### config.mk
export PLATFORM = sky130hd
export DESIGN_NAME = fscr_regs
export DESIGN_NICKNAME = d
export VERILOG_FILES = /design/src/core/fscr_sync.v /design/src/core/fscr_edge.v /design/src/core/fscr_regs.v
export VERILOG_INCLUDE_DIRS = /design/src /design/src/core
export SDC_FILE = /design/constraint.sdc
export NUM_CORES = 1
export LEC_CHECK = 0
export BUFFER_PORTS_ARGS = -buffer_cell sky130_fd_sc_hd__buf_4
export CAP_MARGIN = 20
export CELL_PAD_IN_SITES_DETAIL_PLACEMENT = 1
export CELL_PAD_IN_SITES_GLOBAL_PLACEMENT = 2
export CORE_MARGIN = 2
export CORE_UTILIZATION = 38
export DETAILED_ROUTE_END_ITERATION = 10
export PLACE_DENSITY_LB_ADDON = 0.1
export SLEW_MARGIN = 20
export SYNTH_ARGS = -nofsm -noshare
export SYNTH_HDL_FRONTEND = slang
export SYNTH_SLANG_ARGS = --single-unit
### constraint.sdc
create_clock -name i_mclk -period 5.88 [get_ports i_mclk]
set_clock_uncertainty 0.15 [all_clocks]
set_input_delay 0.588 -clock i_mclk [delete_from_list [all_inputs] [get_ports i_mclk]]
set_output_delay 0.588 -clock i_mclk [all_outputs]
set_load 0.005 [all_outputs]
### src/core/fscr_map.vh
// Constants, command codes and field layout of the fault status and settings bank
// What this block does
// Hold remote inhibit mode: disabled, level-follow or edge-latched; host writes and reads it
// Hold one on/off bit enabling the external analog control input; readable
// Hold AC or DC coupling for external reference and DC level inputs; readable
// Hold start angle 0.0 to 359.9 degrees in tenths; zero after reset
// Hold stop angle 0.0 to 360.0; 360.0 means stop now
// Operation event query always answers zero
// Operation enable mask accepts 0 to 255 but always reads zero
// Read-only fault condition shows level_follow_block fault sources, 0 to 511
// Read-only fault event bits set only by filtered condition edges, 0 to 511
// Summary bit set when service enable bit set and masked events nonzero
// Fault event mask read/write 0 to 65535; only masked-in events reach summary
// Falling-edge select bit set: 1-to-0 condition change sets event bit
// Rising-edge select bit set: 0-to-1 condition change sets event bit
// Both select bits zero: no condition change ever sets that event bit
// Falling-edge select register read/write, accepts 0 to 65535
// Rising-edge select register read/write, accepts 0 to 511
// Fault bits: 8 overvolt, 7 line, 6 overcurrent, 5 fan, 4 short, 3 temp, 2 power, 1-0 inner
// Event bits stay set until event read or clear-status clears them
// After reset event, mask and edge selects are all zero
`ifndef FSCR_MAP_VH
`define FSCR_MAP_VH

// ----------------------------------------
// Command selector codes
// ----------------------------------------
`define FSCR_SEL_INHIBIT     4'h0
`define FSCR_SEL_EXTERNAL    4'h1
`define FSCR_SEL_COUPLING    4'h2
`define FSCR_SEL_PHASE_ON    4'h3
`define FSCR_SEL_PHASE_OFF   4'h4
`define FSCR_SEL_OPER_EVENT  4'h5
`define FSCR_SEL_OPER_MASK   4'h6
`define FSCR_SEL_FAULT_COND  4'h7
`define FSCR_SEL_FAULT_EVENT 4'h8
`define FSCR_SEL_FAULT_MASK  4'h9
`define FSCR_SEL_FALL_SEL    4'hA
`define FSCR_SEL_RISE_SEL    4'hB
`define FSCR_SEL_CLEAR       4'hC

// ----------------------------------------
// Inhibit modes and coupling values
// ----------------------------------------
`define FSCR_INH_DISABLED    2'h0
`define FSCR_INH_LEVEL       2'h1
`define FSCR_INH_EDGE        2'h2
`define FSCR_COUPLE_AC       1'h0
`define FSCR_COUPLE_DC       1'h1

// ----------------------------------------
// Accepted value limits (inclusive)
// ----------------------------------------
`define FSCR_INH_MAX         16'h0002
`define FSCR_BIN_MAX         16'h0001
`define FSCR_PH_ON_MAX       16'h0E0F
`define FSCR_PH_OFF_MAX      16'h0E10
`define FSCR_OPER_MAX        16'h00FF
`define FSCR_RISE_MAX        16'h01FF
`define FSCR_STOP_NOW        12'hE10

// ----------------------------------------
// Fault bit positions
// ----------------------------------------
`define FSCR_FLT_W           9
`define FSCR_BIT_OUT_OVERVOLT 8
`define FSCR_BIT_LINE_IN      7
`define FSCR_BIT_OVERCURRENT  6
`define FSCR_BIT_FAN_FAIL     5
`define FSCR_BIT_OUT_SHORT    4
`define FSCR_BIT_OVERTEMP     3
`define FSCR_BIT_OVERPOWER    2
`define FSCR_BIT_INNER_DCDC   1
`define FSCR_BIT_INNER_ACDC   0

// ----------------------------------------
// Reset values
// ----------------------------------------
`define FSCR_RST_INHIBIT     2'h0
`define FSCR_RST_EXTERNAL    1'h0
`define FSCR_RST_COUPLING    1'h0
`define FSCR_RST_PHASE       12'h000
`define FSCR_RST_FLT         9'h000
`define FSCR_RST_WORD        16'h0000

`endif

### src/core/fscr_sync.v
// Three-stage synchroniser with agreement filter for the fault source pins
`timescale 1ns/100ps
module fscr_sync (
  // Clock and reset
  input  wire       i_mclk,
  input  wire       i_sys_rst,
  // Raw pins
  input  wire [8:0] i_pin,
  // Filtered level
  output reg  [8:0] o_level
);

  reg [8:0] stage1;
  reg [8:0] stage2;
  reg [8:0] stage3;

  // Shift chain; stage1 feeds only stage2
  always @(posedge i_mclk or posedge i_sys_rst) begin
    if (i_sys_rst) begin
      stage1 <= 9'h000;
      stage2 <= 9'h000;
      stage3 <= 9'h000;
    end else begin
      stage1 <= i_pin;
      stage2 <= stage1;
      stage3 <= stage2;
    end
  end

  // A bit changes only once stage2 and stage3 agree
  always @(posedge i_mclk or posedge i_sys_rst) begin
    if (i_sys_rst) begin
      o_level <= 9'h000;
    end else begin
      o_level <= (stage3 & ~(stage2 ^ stage3)) | (o_level & (stage2 ^ stage3));
    end
  end

endmodule // fscr_sync

### src/core/fscr_edge.v
// Per-bit rising and falling edge filter for fault conditions
`timescale 1ns/100ps
module fscr_edge (
  // Condition before and after
  input  wire [8:0] i_prev,
  input  wire [8:0] i_cur,
  // Edge selects
  input  wire [8:0] i_rise_sel,
  input  wire [8:0] i_fall_sel,
  // Event set vector
  output wire [8:0] o_set
);

  // Only selected directions pass; both selects zero passes nothing
  assign o_set = (~i_prev & i_cur & i_rise_sel)   // see R13
               | (i_prev & ~i_cur & i_fall_sel);  // see R12

endmodule // fscr_edge

### src/core/fscr_regs.v
// Settings and fault status register bank driven by a host command port
`timescale 1ns/100ps
`include "fscr_map.vh"
module fscr_regs (
  // Clock and reset
  input  wire        i_mclk,
  input  wire        i_sys_rst,
  // Host command port
  input  wire        i_cmd_valid,
  input  wire        i_cmd_write,
  input  wire [3:0]  i_cmd_sel,
  input  wire [15:0] i_cmd_wdata,
  // Host answer port
  output reg         o_rsp_valid,
  output reg         o_rsp_err,
  output reg  [15:0] o_rsp_data,
  // Fault source pins
  input  wire [8:0]  i_fault_pin,
  // Service request enable bit from the status byte logic
  input  wire        i_srq_fault_en,
  // Settings to the instrument
  output reg  [1:0]  o_inhibit_mode,
  output reg         o_ext_ctl_en,
  output reg         o_coupling_dc,
  output reg  [11:0] o_phase_on,
  output reg  [11:0] o_phase_off,
  output reg         o_stop_now,
  // Status to the status byte logic
  output reg  [8:0]  o_fault_cond,
  output reg         o_fault_summary_bit
);

  // ----------------------------------------
  // Helpers
  // ----------------------------------------

  // Value lies within the inclusive limit
  function fscr_fits;
    input [15:0] value;
    input [15:0] limit;
    begin
      fscr_fits = (value <= limit);
    end
  endfunction

  // Zero-extend a fault vector to a word
  function [15:0] fscr_word9;
    input [8:0] value;
    begin
      fscr_word9 = {7'h00, value};
    end
  endfunction

  // ----------------------------------------
  // Storage
  // ----------------------------------------
  reg  [8:0]  fault_cond_d;
  reg  [8:0]  fault_event;
  reg  [15:0] fault_event_mask;
  reg  [15:0] fall_edge_select;
  reg  [8:0]  rise_edge_select;

  // ----------------------------------------
  // Decode
  // ----------------------------------------
  wire        wr_req;
  wire        rd_req;
  wire [8:0]  level_follow_block_cond;
  wire [8:0]  edge_set;
  reg         wr_inhibit;
  reg         wr_external;
  reg         wr_coupling;
  reg         wr_phase_on;
  reg         wr_phase_off;
  reg         wr_fault_mask;
  reg         wr_fall_sel;
  reg         wr_rise_sel;
  reg         clr_event;
  reg         next_err;
  reg  [15:0] next_data;
  reg  [8:0]  next_event;

  assign wr_req = i_cmd_valid & i_cmd_write;
  assign rd_req = i_cmd_valid & ~i_cmd_write;

  // ----------------------------------------
  // Fault source path
  // ----------------------------------------

  // Pin synchroniser and agreement filter
  fscr_sync u_sync (
    .i_mclk    (i_mclk),
    .i_sys_rst (i_sys_rst),
    .i_pin     (i_fault_pin),
    .o_level   (level_follow_block_cond)
  );

  // Direction filter on condition changes
  fscr_edge u_edge (
    .i_prev     (fault_cond_d),
    .i_cur      (level_follow_block_cond),
    .i_rise_sel (rise_edge_select),
    .i_fall_sel (fall_edge_select[8:0]),
    .o_set      (edge_set)
  );

  // Level_follow_block condition view and its previous value for edge detection
  always @(posedge i_mclk or posedge i_sys_rst) begin
    if (i_sys_rst) begin
      o_fault_cond <= `FSCR_RST_FLT;
      fault_cond_d <= `FSCR_RST_FLT;
    end else begin
      o_fault_cond <= level_follow_block_cond;    // see R8
      fault_cond_d <= level_follow_block_cond;
    end
  end

  // ----------------------------------------
  // Command decode and range checks
  // ----------------------------------------

  // Write strobes, read data and error flag for one command
  always @* begin
    wr_inhibit    = 1'b0;
    wr_external   = 1'b0;
    wr_coupling   = 1'b0;
    wr_phase_on   = 1'b0;
    wr_phase_off  = 1'b0;
    wr_fault_mask = 1'b0;
    wr_fall_sel   = 1'b0;
    wr_rise_sel   = 1'b0;
    clr_event     = 1'b0;
    next_err      = 1'b0;
    next_data     = `FSCR_RST_WORD;
    case (i_cmd_sel)
      `FSCR_SEL_INHIBIT: begin
        next_data = {14'h0000, o_inhibit_mode};
        if (i_cmd_write) begin
          wr_inhibit = fscr_fits(i_cmd_wdata, `FSCR_INH_MAX);
          next_err   = ~wr_inhibit;
        end
      end
      `FSCR_SEL_EXTERNAL: begin
        next_data = {15'h0000, o_ext_ctl_en};
        if (i_cmd_write) begin
          wr_external = fscr_fits(i_cmd_wdata, `FSCR_BIN_MAX);
          next_err    = ~wr_external;
        end
      end
      `FSCR_SEL_COUPLING: begin
        next_data = {15'h0000, o_coupling_dc};
        if (i_cmd_write) begin
          wr_coupling = fscr_fits(i_cmd_wdata, `FSCR_BIN_MAX);
          next_err    = ~wr_coupling;
        end
      end
      `FSCR_SEL_PHASE_ON: begin
        next_data = {4'h0, o_phase_on};
        if (i_cmd_write) begin
          wr_phase_on = fscr_fits(i_cmd_wdata, `FSCR_PH_ON_MAX);
          next_err    = ~wr_phase_on;
        end
      end
      `FSCR_SEL_PHASE_OFF: begin
        next_data = {4'h0, o_phase_off};
        if (i_cmd_write) begin
          wr_phase_off = fscr_fits(i_cmd_wdata, `FSCR_PH_OFF_MAX);
          next_err     = ~wr_phase_off;
        end
      end
      `FSCR_SEL_OPER_EVENT: begin
        next_data = `FSCR_RST_WORD;
        next_err  = i_cmd_write;
      end
      `FSCR_SEL_OPER_MASK: begin
        next_data = `FSCR_RST_WORD;
        if (i_cmd_write) begin
          next_err = ~fscr_fits(i_cmd_wdata, `FSCR_OPER_MAX);
        end
      end
      `FSCR_SEL_FAULT_COND: begin
        next_data = fscr_word9(o_fault_cond);
        next_err  = i_cmd_write;
      end
      `FSCR_SEL_FAULT_EVENT: begin
        next_data = fscr_word9(fault_event);
        next_err  = i_cmd_write;
        clr_event = ~i_cmd_write;
      end
      `FSCR_SEL_FAULT_MASK: begin
        next_data     = fault_event_mask;
        wr_fault_mask = i_cmd_write;
      end
      `FSCR_SEL_FALL_SEL: begin
        next_data   = fall_edge_select;
        wr_fall_sel = i_cmd_write;
      end
      `FSCR_SEL_RISE_SEL: begin
        next_data = fscr_word9(rise_edge_select);
        if (i_cmd_write) begin
          wr_rise_sel = fscr_fits(i_cmd_wdata, `FSCR_RISE_MAX);
          next_err    = ~wr_rise_sel;
        end
      end
      `FSCR_SEL_CLEAR: begin
        // Only an accepted clear acts; a refused query leaves events alone
        clr_event = i_cmd_write;
        next_err  = ~i_cmd_write;
      end
      default: begin
        next_err = 1'b1;
      end
    endcase
    if (!i_cmd_valid) begin
      clr_event = 1'b0;
    end
  end

  // ----------------------------------------
  // Answer port
  // ----------------------------------------

  // One answer per command, one cycle after it is taken
  always @(posedge i_mclk or posedge i_sys_rst) begin
    if (i_sys_rst) begin
      o_rsp_valid <= 1'b0;
      o_rsp_err   <= 1'b0;
      o_rsp_data  <= `FSCR_RST_WORD;
    end else begin
      o_rsp_valid <= i_cmd_valid;
      o_rsp_err   <= i_cmd_valid & next_err;
      o_rsp_data  <= (rd_req & ~next_err) ? next_data : `FSCR_RST_WORD;
    end
  end

  // ----------------------------------------
  // Instrument settings
  // ----------------------------------------

  // Inhibit mode, external control and coupling
  always @(posedge i_mclk or posedge i_sys_rst) begin
    if (i_sys_rst) begin
      o_inhibit_mode <= `FSCR_RST_INHIBIT;
      o_ext_ctl_en   <= `FSCR_RST_EXTERNAL;
      o_coupling_dc  <= `FSCR_RST_COUPLING;
    end else begin
      if (wr_req && wr_inhibit) begin
        o_inhibit_mode <= i_cmd_wdata[1:0];
      end
      if (wr_req && wr_external) begin
        o_ext_ctl_en <= i_cmd_wdata[0];
      end
      if (wr_req && wr_coupling) begin
        o_coupling_dc <= i_cmd_wdata[0];
      end
    end
  end

  // Start and stop angles in tenths of a degree
  always @(posedge i_mclk or posedge i_sys_rst) begin
    if (i_sys_rst) begin
      o_phase_on  <= `FSCR_RST_PHASE;
      o_phase_off <= `FSCR_RST_PHASE;
      o_stop_now  <= 1'b0;
    end else begin
      if (wr_req && wr_phase_on) begin
        o_phase_on <= i_cmd_wdata[11:0];
      end
      if (wr_req && wr_phase_off) begin
        o_phase_off <= i_cmd_wdata[11:0];
        o_stop_now  <= (i_cmd_wdata[11:0] == `FSCR_STOP_NOW);
      end
    end
  end

  // ----------------------------------------
  // Fault filter configuration
  // ----------------------------------------

  // Event mask and edge selects, all zero after reset
  always @(posedge i_mclk or posedge i_sys_rst) begin
    if (i_sys_rst) begin
      fault_event_mask <= `FSCR_RST_WORD;
      fall_edge_select <= `FSCR_RST_WORD;
      rise_edge_select <= `FSCR_RST_FLT;
    end else begin
      if (wr_req && wr_fault_mask) begin
        fault_event_mask <= i_cmd_wdata;
      end
      if (wr_req && wr_fall_sel) begin
        fall_edge_select <= i_cmd_wdata;
      end
      if (wr_req && wr_rise_sel) begin
        rise_edge_select <= i_cmd_wdata[8:0];
      end
    end
  end

  // ----------------------------------------
  // Fault events and summary
  // ----------------------------------------

  // Sticky events; a new edge wins over a clear in the same cycle
  always @* begin
    next_event = clr_event ? `FSCR_RST_FLT : fault_event;
    next_event = next_event | edge_set;
  end

  // Event register, zero after reset
  always @(posedge i_mclk or posedge i_sys_rst) begin
    if (i_sys_rst) begin
      fault_event <= `FSCR_RST_FLT;
    end else begin
      fault_event <= next_event;
    end
  end

  // Masked events feed the summary bit when service enable allows
  always @(posedge i_mclk or posedge i_sys_rst) begin
    if (i_sys_rst) begin
      o_fault_summary_bit <= 1'b0;
    end else begin
      o_fault_summary_bit <= i_srq_fault_en &
                             (|(fault_event & fault_event_mask[8:0])); // see R10
    end
  end

endmodule // fscr_regs

==> results.md, run 1 <==
- The flow ran to the end, and the final reports show no timing, DRC or antenna violations.
- Sorting the synthesized cells by area gives the leading types as dfrtp_1, mux2_2, nand2_1, a222oi_1, maj3_1.
- The initial utilization of the core area, before any placement, comes to slightly below 40%.
- Cell internal power was estimated by the tool at 0.00188 W.
- The synthesized netlist occupies a cell area of 0.00580 mm^2.
- The worst flop-to-flop path startpoint is rise_edge_select[5].
- The final weighted congestion in routability-driven placement is 0.834.
- The path category of the worst min-delay check is input pin to flop.
- The number of stages on the worst hold path is 1.
- The leakage power is roughly 3.3 nW.
- Sequential elements use 61.7% of the synthesized area.
- The largest net degree at the start of global routing is 84.
- Measured in cells, the most critical reg-to-reg path has a length of 3.
- The library cell used most frequently in the layout, excluding fill and tap cells, is dfrtp_1.
- The fraction of registers with async set or reset after synthesis is 100%.
- The flip-flop cell with the highest count after synthesis is dfrtp_1.
- The element type at the critical path end is a flop.
- The number of antenna diodes is 0.
- The number of H-tree branching levels is 4.
- The root buffer selected by CTS is clkbuf_16.
- In the global route stage, overall resource usage came out at 21.3%.
- The DRC violation count after routing is 0.
- The setup total negative slack is 0 ns.
- The register bit count reported by yosys is 143.
- The clock-pin slew reported for the worst setup and hold paths after clock tree synthesis is around 0.06 ns.
- Data arrives at the worst endpoint at 3.45 ns.
- The clock share of power is 43.3%.
- The worst setup path is of the input pin to flop kind.
- The required time at the worst-slack endpoint is roughly 6 ns.
- Across the run, the number of max-cap violations was 0.
- The flop-to-flop setup slack is 4.41 ns.
- The top cell types in the final layout, fill and taps aside, are dfrtp_1, buf_4, mux2_2.
- The sequential power share is 47.2%.
- The part of the power in combinational logic is a little under a tenth.
- The maximum buffer depth of the clock tree is 2.
- The post-CTS setup buffer count is 0.
- Compared with the post-synthesis result, the final layout area differs by 24.8%.
- The placeable core region is 0.0150 mm^2.
- The routed via count divided by cell count is approximately 5.7.
- Measured along the x axis, the die boundary spans 128 um.
- The ratio of final minimum period to clock period is 56.2%.
- The worst setup path is launched from an input pin.
- The power density of the placed cells is 344 mW/mm^2.
- The total global routing overflow is 0.
- The floorplan step defined a die boundary enclosing ~0.016 mm^2.
- The net load switching power is 0.000609 W.
- The largest total area in the synthesized netlist belongs to dfrtp_1.
- After detailed routing, the average wire length per cell comes to 22.6 um.
- The origin of the worst min-delay path is i_fault_pin[6].
- The average instance in the mapped netlist occupies between 10 and 15 um^2.
- Buffers inserted to repair hold after CTS numbered 0.
- The count of input and output buffers is 90.
- The net total in the final layout is 560.
- The synthesized design devotes to its leading area cell type 61.7% of total area.
- Detailed placement ended at an HPWL of 11.0 mm.
- The share of total power consumed by net switching is roughly 24%.
- The area occupied by registers is 0.00358 mm^2.
- The die extent in y is 128 um.
- The clock sink total is 143.
- The largest fanout on the critical path is 18.
- The fraction of final layout cells sized beyond drive strength 1 is 37.5%.
- The number of gates resized after CTS is 0.
- The headroom to the max-slew limit is 27.0%.
- The distinct cell type count of the synthesized netlist is 53.
- Yosys mapped a number of flops with a built-in enable equal to 0.
- The final-report hold violation count was 0.
- The initial antenna violation count is 0.
- After the first detailed-routing iteration, the DRC count stood at 363.
- The synthesized netlist net count is 469.
- The post-route minimum period is 3.31 ns.
- The capturing point of the worst reg2reg path is o_rsp_data[5].
- For the pin with the worst max-slew slack, the measured transition is 1.09 ns.
- Pin placement for this block handled 91 I/O pins.
- TritonCTS built the clock tree.
- Synthesis produced a netlist whose cell count is 435.
- Setup repair after global routing left no endpoint under its margin.
- Setup violations remaining at the end of the flow were counted as 0.
- The number of fill cells in the layout is 1527.
- The count of yosys warnings during synthesis is 0.
- The number of global-route vias before repair is 4347.
- The final count of pins violating max slew is 0.
- The core utilization of the finished layout is between 40% and 50%.
- The site row count is 45.
- The later pin in the worst-skew pair is clocked with a latency of 0.42 ns.
- The first global-routing pass estimated 25.7 mm of wire.
- The count of nets left with antenna violations once routing finished came out at 0.
- The area of the multi-input gates is 0.00209 mm^2.
- The worst hold path endpoint is u_sync.stage1[6].
- The worst vdd rail ir drop is ~0.24 mV.
- The first detailed-routing pass took 5 iterations.
- The wire length after detailed routing is 16.4 mm.
- The via total after detailed routing is 4153.
- The achievable clock frequency is 302 MHz.
- Clock tree synthesis inserted a total of 17 buffers.
sequential cells by signal (all words and copies together), names as in the netlist, 12 cells and up, named ones only:
| name | flops |
|---|---|
| fall_edge_select | 16 |
| o_rsp_data | 16 |
| o_phase_off | 12 |
| o_phase_on | 12 |
| fault_event_mask | 16 |
stage by stage:
stage / total power (W) / std cells / setup slack (ns) / instance area, um^2 / hold slack [ns]
4_1_cts: 0.00252 / 727 / 2.60 / 7240 / 0.0989
5_1_grt: 0.00260 / 727 / 2.44 / 7240 / 0.103
3_3_place_gp: 0.00142 / 695 / 2.38 / 6640 / 0.182
6_report: 0.00249 / 727 / 2.57 / 7240 / 0.122
3_5_place_dp: 0.00143 / 695 / 2.14 / 6640 / 0.186
2_1_floorplan: 0.00131 / 435 / 1.30 / 5800 / 0.181
metal layers:
| metal | vias up | routed length, um | GRT usage, % |
|---|---|---|---|
| met2 | 111 | 7820 | 33.2 |
| met4 | 0 | 485 | 9.50 |
| met3 | 31 | 684 | 4.31 |
| met5 | - | 0 | 0 |
| met1 | 2195 | 7460 | 29.1 |
| li1 | 1816 | - | - |
logic make-up (layout without fill, tap and decap cells):
| family | Yosys count | after routing | share of synthesized area (%) |
|---|---|---|---|
| DFF | 143 | 143 | 61.7 |
| AOI/OAI and AO/OA | 91 | 91 | 11.9 |
| and+or+nand+nor | 87 | 87 | 7.81 |
| muxes | 74 | 74 | 14.3 |
| buffers and inverters | 29 | 133 | 2.42 |
| adders and majority gates | 9 | 9 | 1.55 |
| xor gates and xnor gates | 2 | 2 | 0.302 |
Yosys cell counts (all sizes together), types with 2 or more instances:
library cell,n
a21o,10
buf,12
nand3,2
nor3b,2
and2,2
nor2,10
o22a,6
o22ai,8
nor4,3
o21ai,4
a222oi,9
maj3,9
nor3,3
nand4,4
or4,4
inv,6
nand3b,2
dfrtp,143
nor4b,2
a31oi,10
nor2b,4
a22oi,12
and3,9
mux2i,3
a21oi,13
a22o,4
or3,2
o2bb2ai,2
nand2,36
mux2,71
clkbuf,11
a32o,3
worst max-delay path, cell delays in order:
cell and delay [ns]:
buf_4 0.21, nor2b_1 0.58, and3_1 0.68, nor2b_1 0.71
buf_4 0.32, mux2_2 0.35
how the worst max path moves through the flow:
stage / startpoint / depth (start not counted) / slack (ns) / endpoint
finish: i_cmd_sel[3] / 6 / 2.57 / fault_event_mask[0]
global route: i_cmd_sel[3] / 6 / 2.44 / fault_event_mask[0]
CTS: i_cmd_sel[3] / 6 / 2.60 / fault_event_mask[0]
detailed placement: i_cmd_sel[3] / 6 / 2.14 / fault_event_mask[6]
global placement: i_cmd_sel[3] / 6 / 2.38 / fault_event_mask[2]
floorplan: i_sys_rst / 1 / 1.30 / asynchronous set/reset pin
power by group through the flow:
stage | clock (W) | combinational (W) | sequential [W]
finish | 0.00108 | 0.000238 | 0.00117
global route | 0.00115 | 0.000262 | 0.00119
CTS | 0.00110 | 0.000241 | 0.00117
detailed placement | 0 | 0.000241 | 0.00119
global placement | 0 | 0.000232 | 0.00119
floorplan | 0 | 0.000149 | 0.00116
cell type report:
cell class              count  share of cell area, %
inverters                   6                  0.380
clock inverters             8                   1.42
flip-flops and latches    143                   49.4
repair buffers             95                   9.85
multi-input cells         263                   28.9
clock buffers              24                   6.79
well taps                 188                   3.25
(Power assumes the default switching activity.)
==> inputs of run 2 (changes only) <==
Settings changed: CORE_UTILIZATION 38 to 35.
Clock period 5.88 ns to 2.88 ns, I/O delays scaled along.
==> results.md, run 2 (synthesis gave the netlist of run 1 again) <==
- The run finished with clean final reports.
- The repair_antennas step left the layout with diodes totalling 0.
- The detail route stage leaves a number of antenna-violating nets equal to 0.
- The headroom to the max-slew limit is 40.9%.
- Global routing consumed, on the met3 layer, 4.44% of the routing resources.
- The final weighted congestion in routability-driven placement is 0.786.
- The number of gates resized after CTS is 0.
- Counting along the longest clock path gives a buffer depth of 2.
- The TritonCTS clock tree is done.
- The floorplan step set the die height to 133 um.
- Once the clock tree was built, the setup fixing pass inserted 0 buffers.
- Derived from the worst setup path, the maximum achievable clock frequency is 367 MHz.
- The top cell types in the final layout, fill and taps aside, are dfrtp_1, buf_4, mux2_2.
- The floorplan step set the die width to 133 um.
- Entering global routing, the biggest net connects 144 pins.
- The setup total negative slack is 0 ns.
- The smallest clock period supported by the final layout is computed as 2.73 ns.
- The root buffer selected by CTS is clkbuf_16.
- In the routed layout, each cell is associated on average with a via count of 5.31.
- The clock latency on the worst-skew pair is 0.42 ns.
- Counting the buffers created by CTS gives 17.
- The detailed router's first-iteration violation count is 263.
- The wire length after detailed routing is approximately 17 mm.
- The worst setup path is launched from an input pin.
- The largest registers in the layout are fall_edge_select: 16 flops, fault_event_mask: 16 flops, o_rsp_data: 16 flops.
- During I/O placement, the number of pins put on the boundary was 91.
- The initial antenna violation count is 0.
- VDD sags by at most between 0.4 and 0.5 mV.
- The worst path meets setup with 0.153 ns of slack.
- At the worst endpoint, the required time is 3.03 ns.
- After global routing the overflow that remains totals 0.
- The number of optimization iterations in the first detailed-route pass is 7.
- The die area is around 0.018 mm^2.
- met2 is the most crowded layer.
- The most common library cell in the layout ignoring fill and taps is dfrtp_1.
- The total area inside the core boundary comes to 0.0164 mm^2.
- For this run, global-route usage on met1 was measured as 26.7%.
- By startpoint and endpoint, the worst setup path is classified as input pin to flop.
- For this configuration, the core starts out at a cell density of 35.4%.
- Setup repair after global routing left no endpoint under its margin.
- Global routing used between 10% and 20% of the available tracks across all layers.
- Timing analysis after detailed placement gives a worst setup slack of 0.273 ns.
- The area growth from synthesis to layout is 30.7%.
- The final-report hold violation count is 0.
- For this design the ratio of total power to cell area is 681 mW/mm^2.
- The slew at the pin with the worst max-slew slack is 0.884 ns.
- The max-capacitance violation count is 0.
- After legalization and detailed placement, the total HPWL measured 11.2 mm.
- Of all nets on the critical path, the largest fanout is 9.
- The net total in the final layout is 591.
- The leakage power is roughly 3.5 nW.
- The count of input and output buffers is 90.
- The clock sink total is around 140.
- The element type at the critical path end is a flop.
- For this block, the via count after detailed routing is 4182.
- After layout, the worst path uses between 90% and 100% of the clock period.
- The min-delay analysis places its worst path in the category input pin to flop.
- The final setup violation count is 0.
- For met2 alone, demand over resource in global routing was 32.1%.
- The number of H-tree branching levels is 4.
- After clock tree synthesis, the clock-pin slew on the worst setup and hold paths is 0.06 ns.
- The DRC violation count after routing is 0.
- The site row count is 47.
- Data on the critical path arrives at its endpoint at 2.88 ns.
- The final count of pins violating max slew came to 0.
- Cells with a size suffix above 1 make up 37.7% of the layout.
- The number of global-route vias before repair came to roughly 4500.
- The hold buffer count at cts is 18.
- The final routed wire length divided by cell count is 21.2 um.
- The first-pass GRT wire length is 26.2 mm.
run 2: cell count changes in the layout (fill, tap and decap cells not counted):
cell / previous run / this run
clkbuf_8: 4 / 3
clkinv_2: 2 / 1
bufinv_16: 2 / 3
clkbuf_1: 3 / 1
buf_4: 95 / 106
clkinvlp_4: 2 / 5
inv_6: 3 / 1
buf_12: 0 / 1
dlygate4sd3_1: 0 / 19
run 2: path summary, 6_finish.rpt:
check,slack (ns),cells after the start,end,from
setup reg to reg,1.38,4,o_rsp_data[1],fault_event[1]
setup / recovery,0.15,6,rise_edge_select[1],i_cmd_wdata[14]
max in group asynchronous,1.50,4,o_phase_off[4],i_sys_rst
min in group asynchronous,0.52,4,u_sync.stage1[7],i_sys_rst
hold / removal,0.01,2,o_phase_on[10],i_cmd_wdata[10]
hold reg to reg,0.20,0,u_sync.stage2[5],u_sync.stage1[5]
run 2: critical path, cell delays in order:
cell and delay [ns]:
dlygate4sd3_1 0.54, buf_4 0.14, or4_1 0.60, nor3_1 0.42
and3_1 0.51, mux2_2 0.39
run 2: where the power goes:
group          leakage [nW]  switching [W]  internal (W)
sequential             1.82       0.000173       0.00222
clock                 0.284       0.000836       0.00142
combinational          1.35       0.000235      0.000277
run 2: per-layer routing:
| metal | routed length (um) | part of all wire [%] | up-vias |
|---|---|---|---|
| li1 | - | - | 1866 |
| met1 | 7620 | 46 | 2203 |
| met2 | 8150 | 49 | 101 |
| met3 | 731 | 4.4 | 12 |
| met4 | 186 | 1.1 | 0 |
| met5 | 0 | 0 | - |
run 2: per-stage QoR:
stage               instance area, um^2  instances  power (W)  util, %  hold WS [ns]
finish                             7580        788    0.00516     46.2        0.0122
global route                       7580        788    0.00538     46.2       0.00705
CTS                                7570        787    0.00522     46.1      0.000112
detailed placement                 6780        739    0.00293     41.3         0.188
global placement                   6780        739    0.00290     41.3         0.183
floorplan                          5800        435    0.00267        -         0.169
run 2: cell type report:
cell class | instances | area [um^2]
inverters | 6 | 26.3
clock buffers | 21 | 470
clock inverters | 9 | 134
multi-input cells | 263 | 2090
well taps | 220 | 275
fillers | 1678 | 8830
flip-flops and latches | 143 | 3580
repair buffers | 126 | 1010
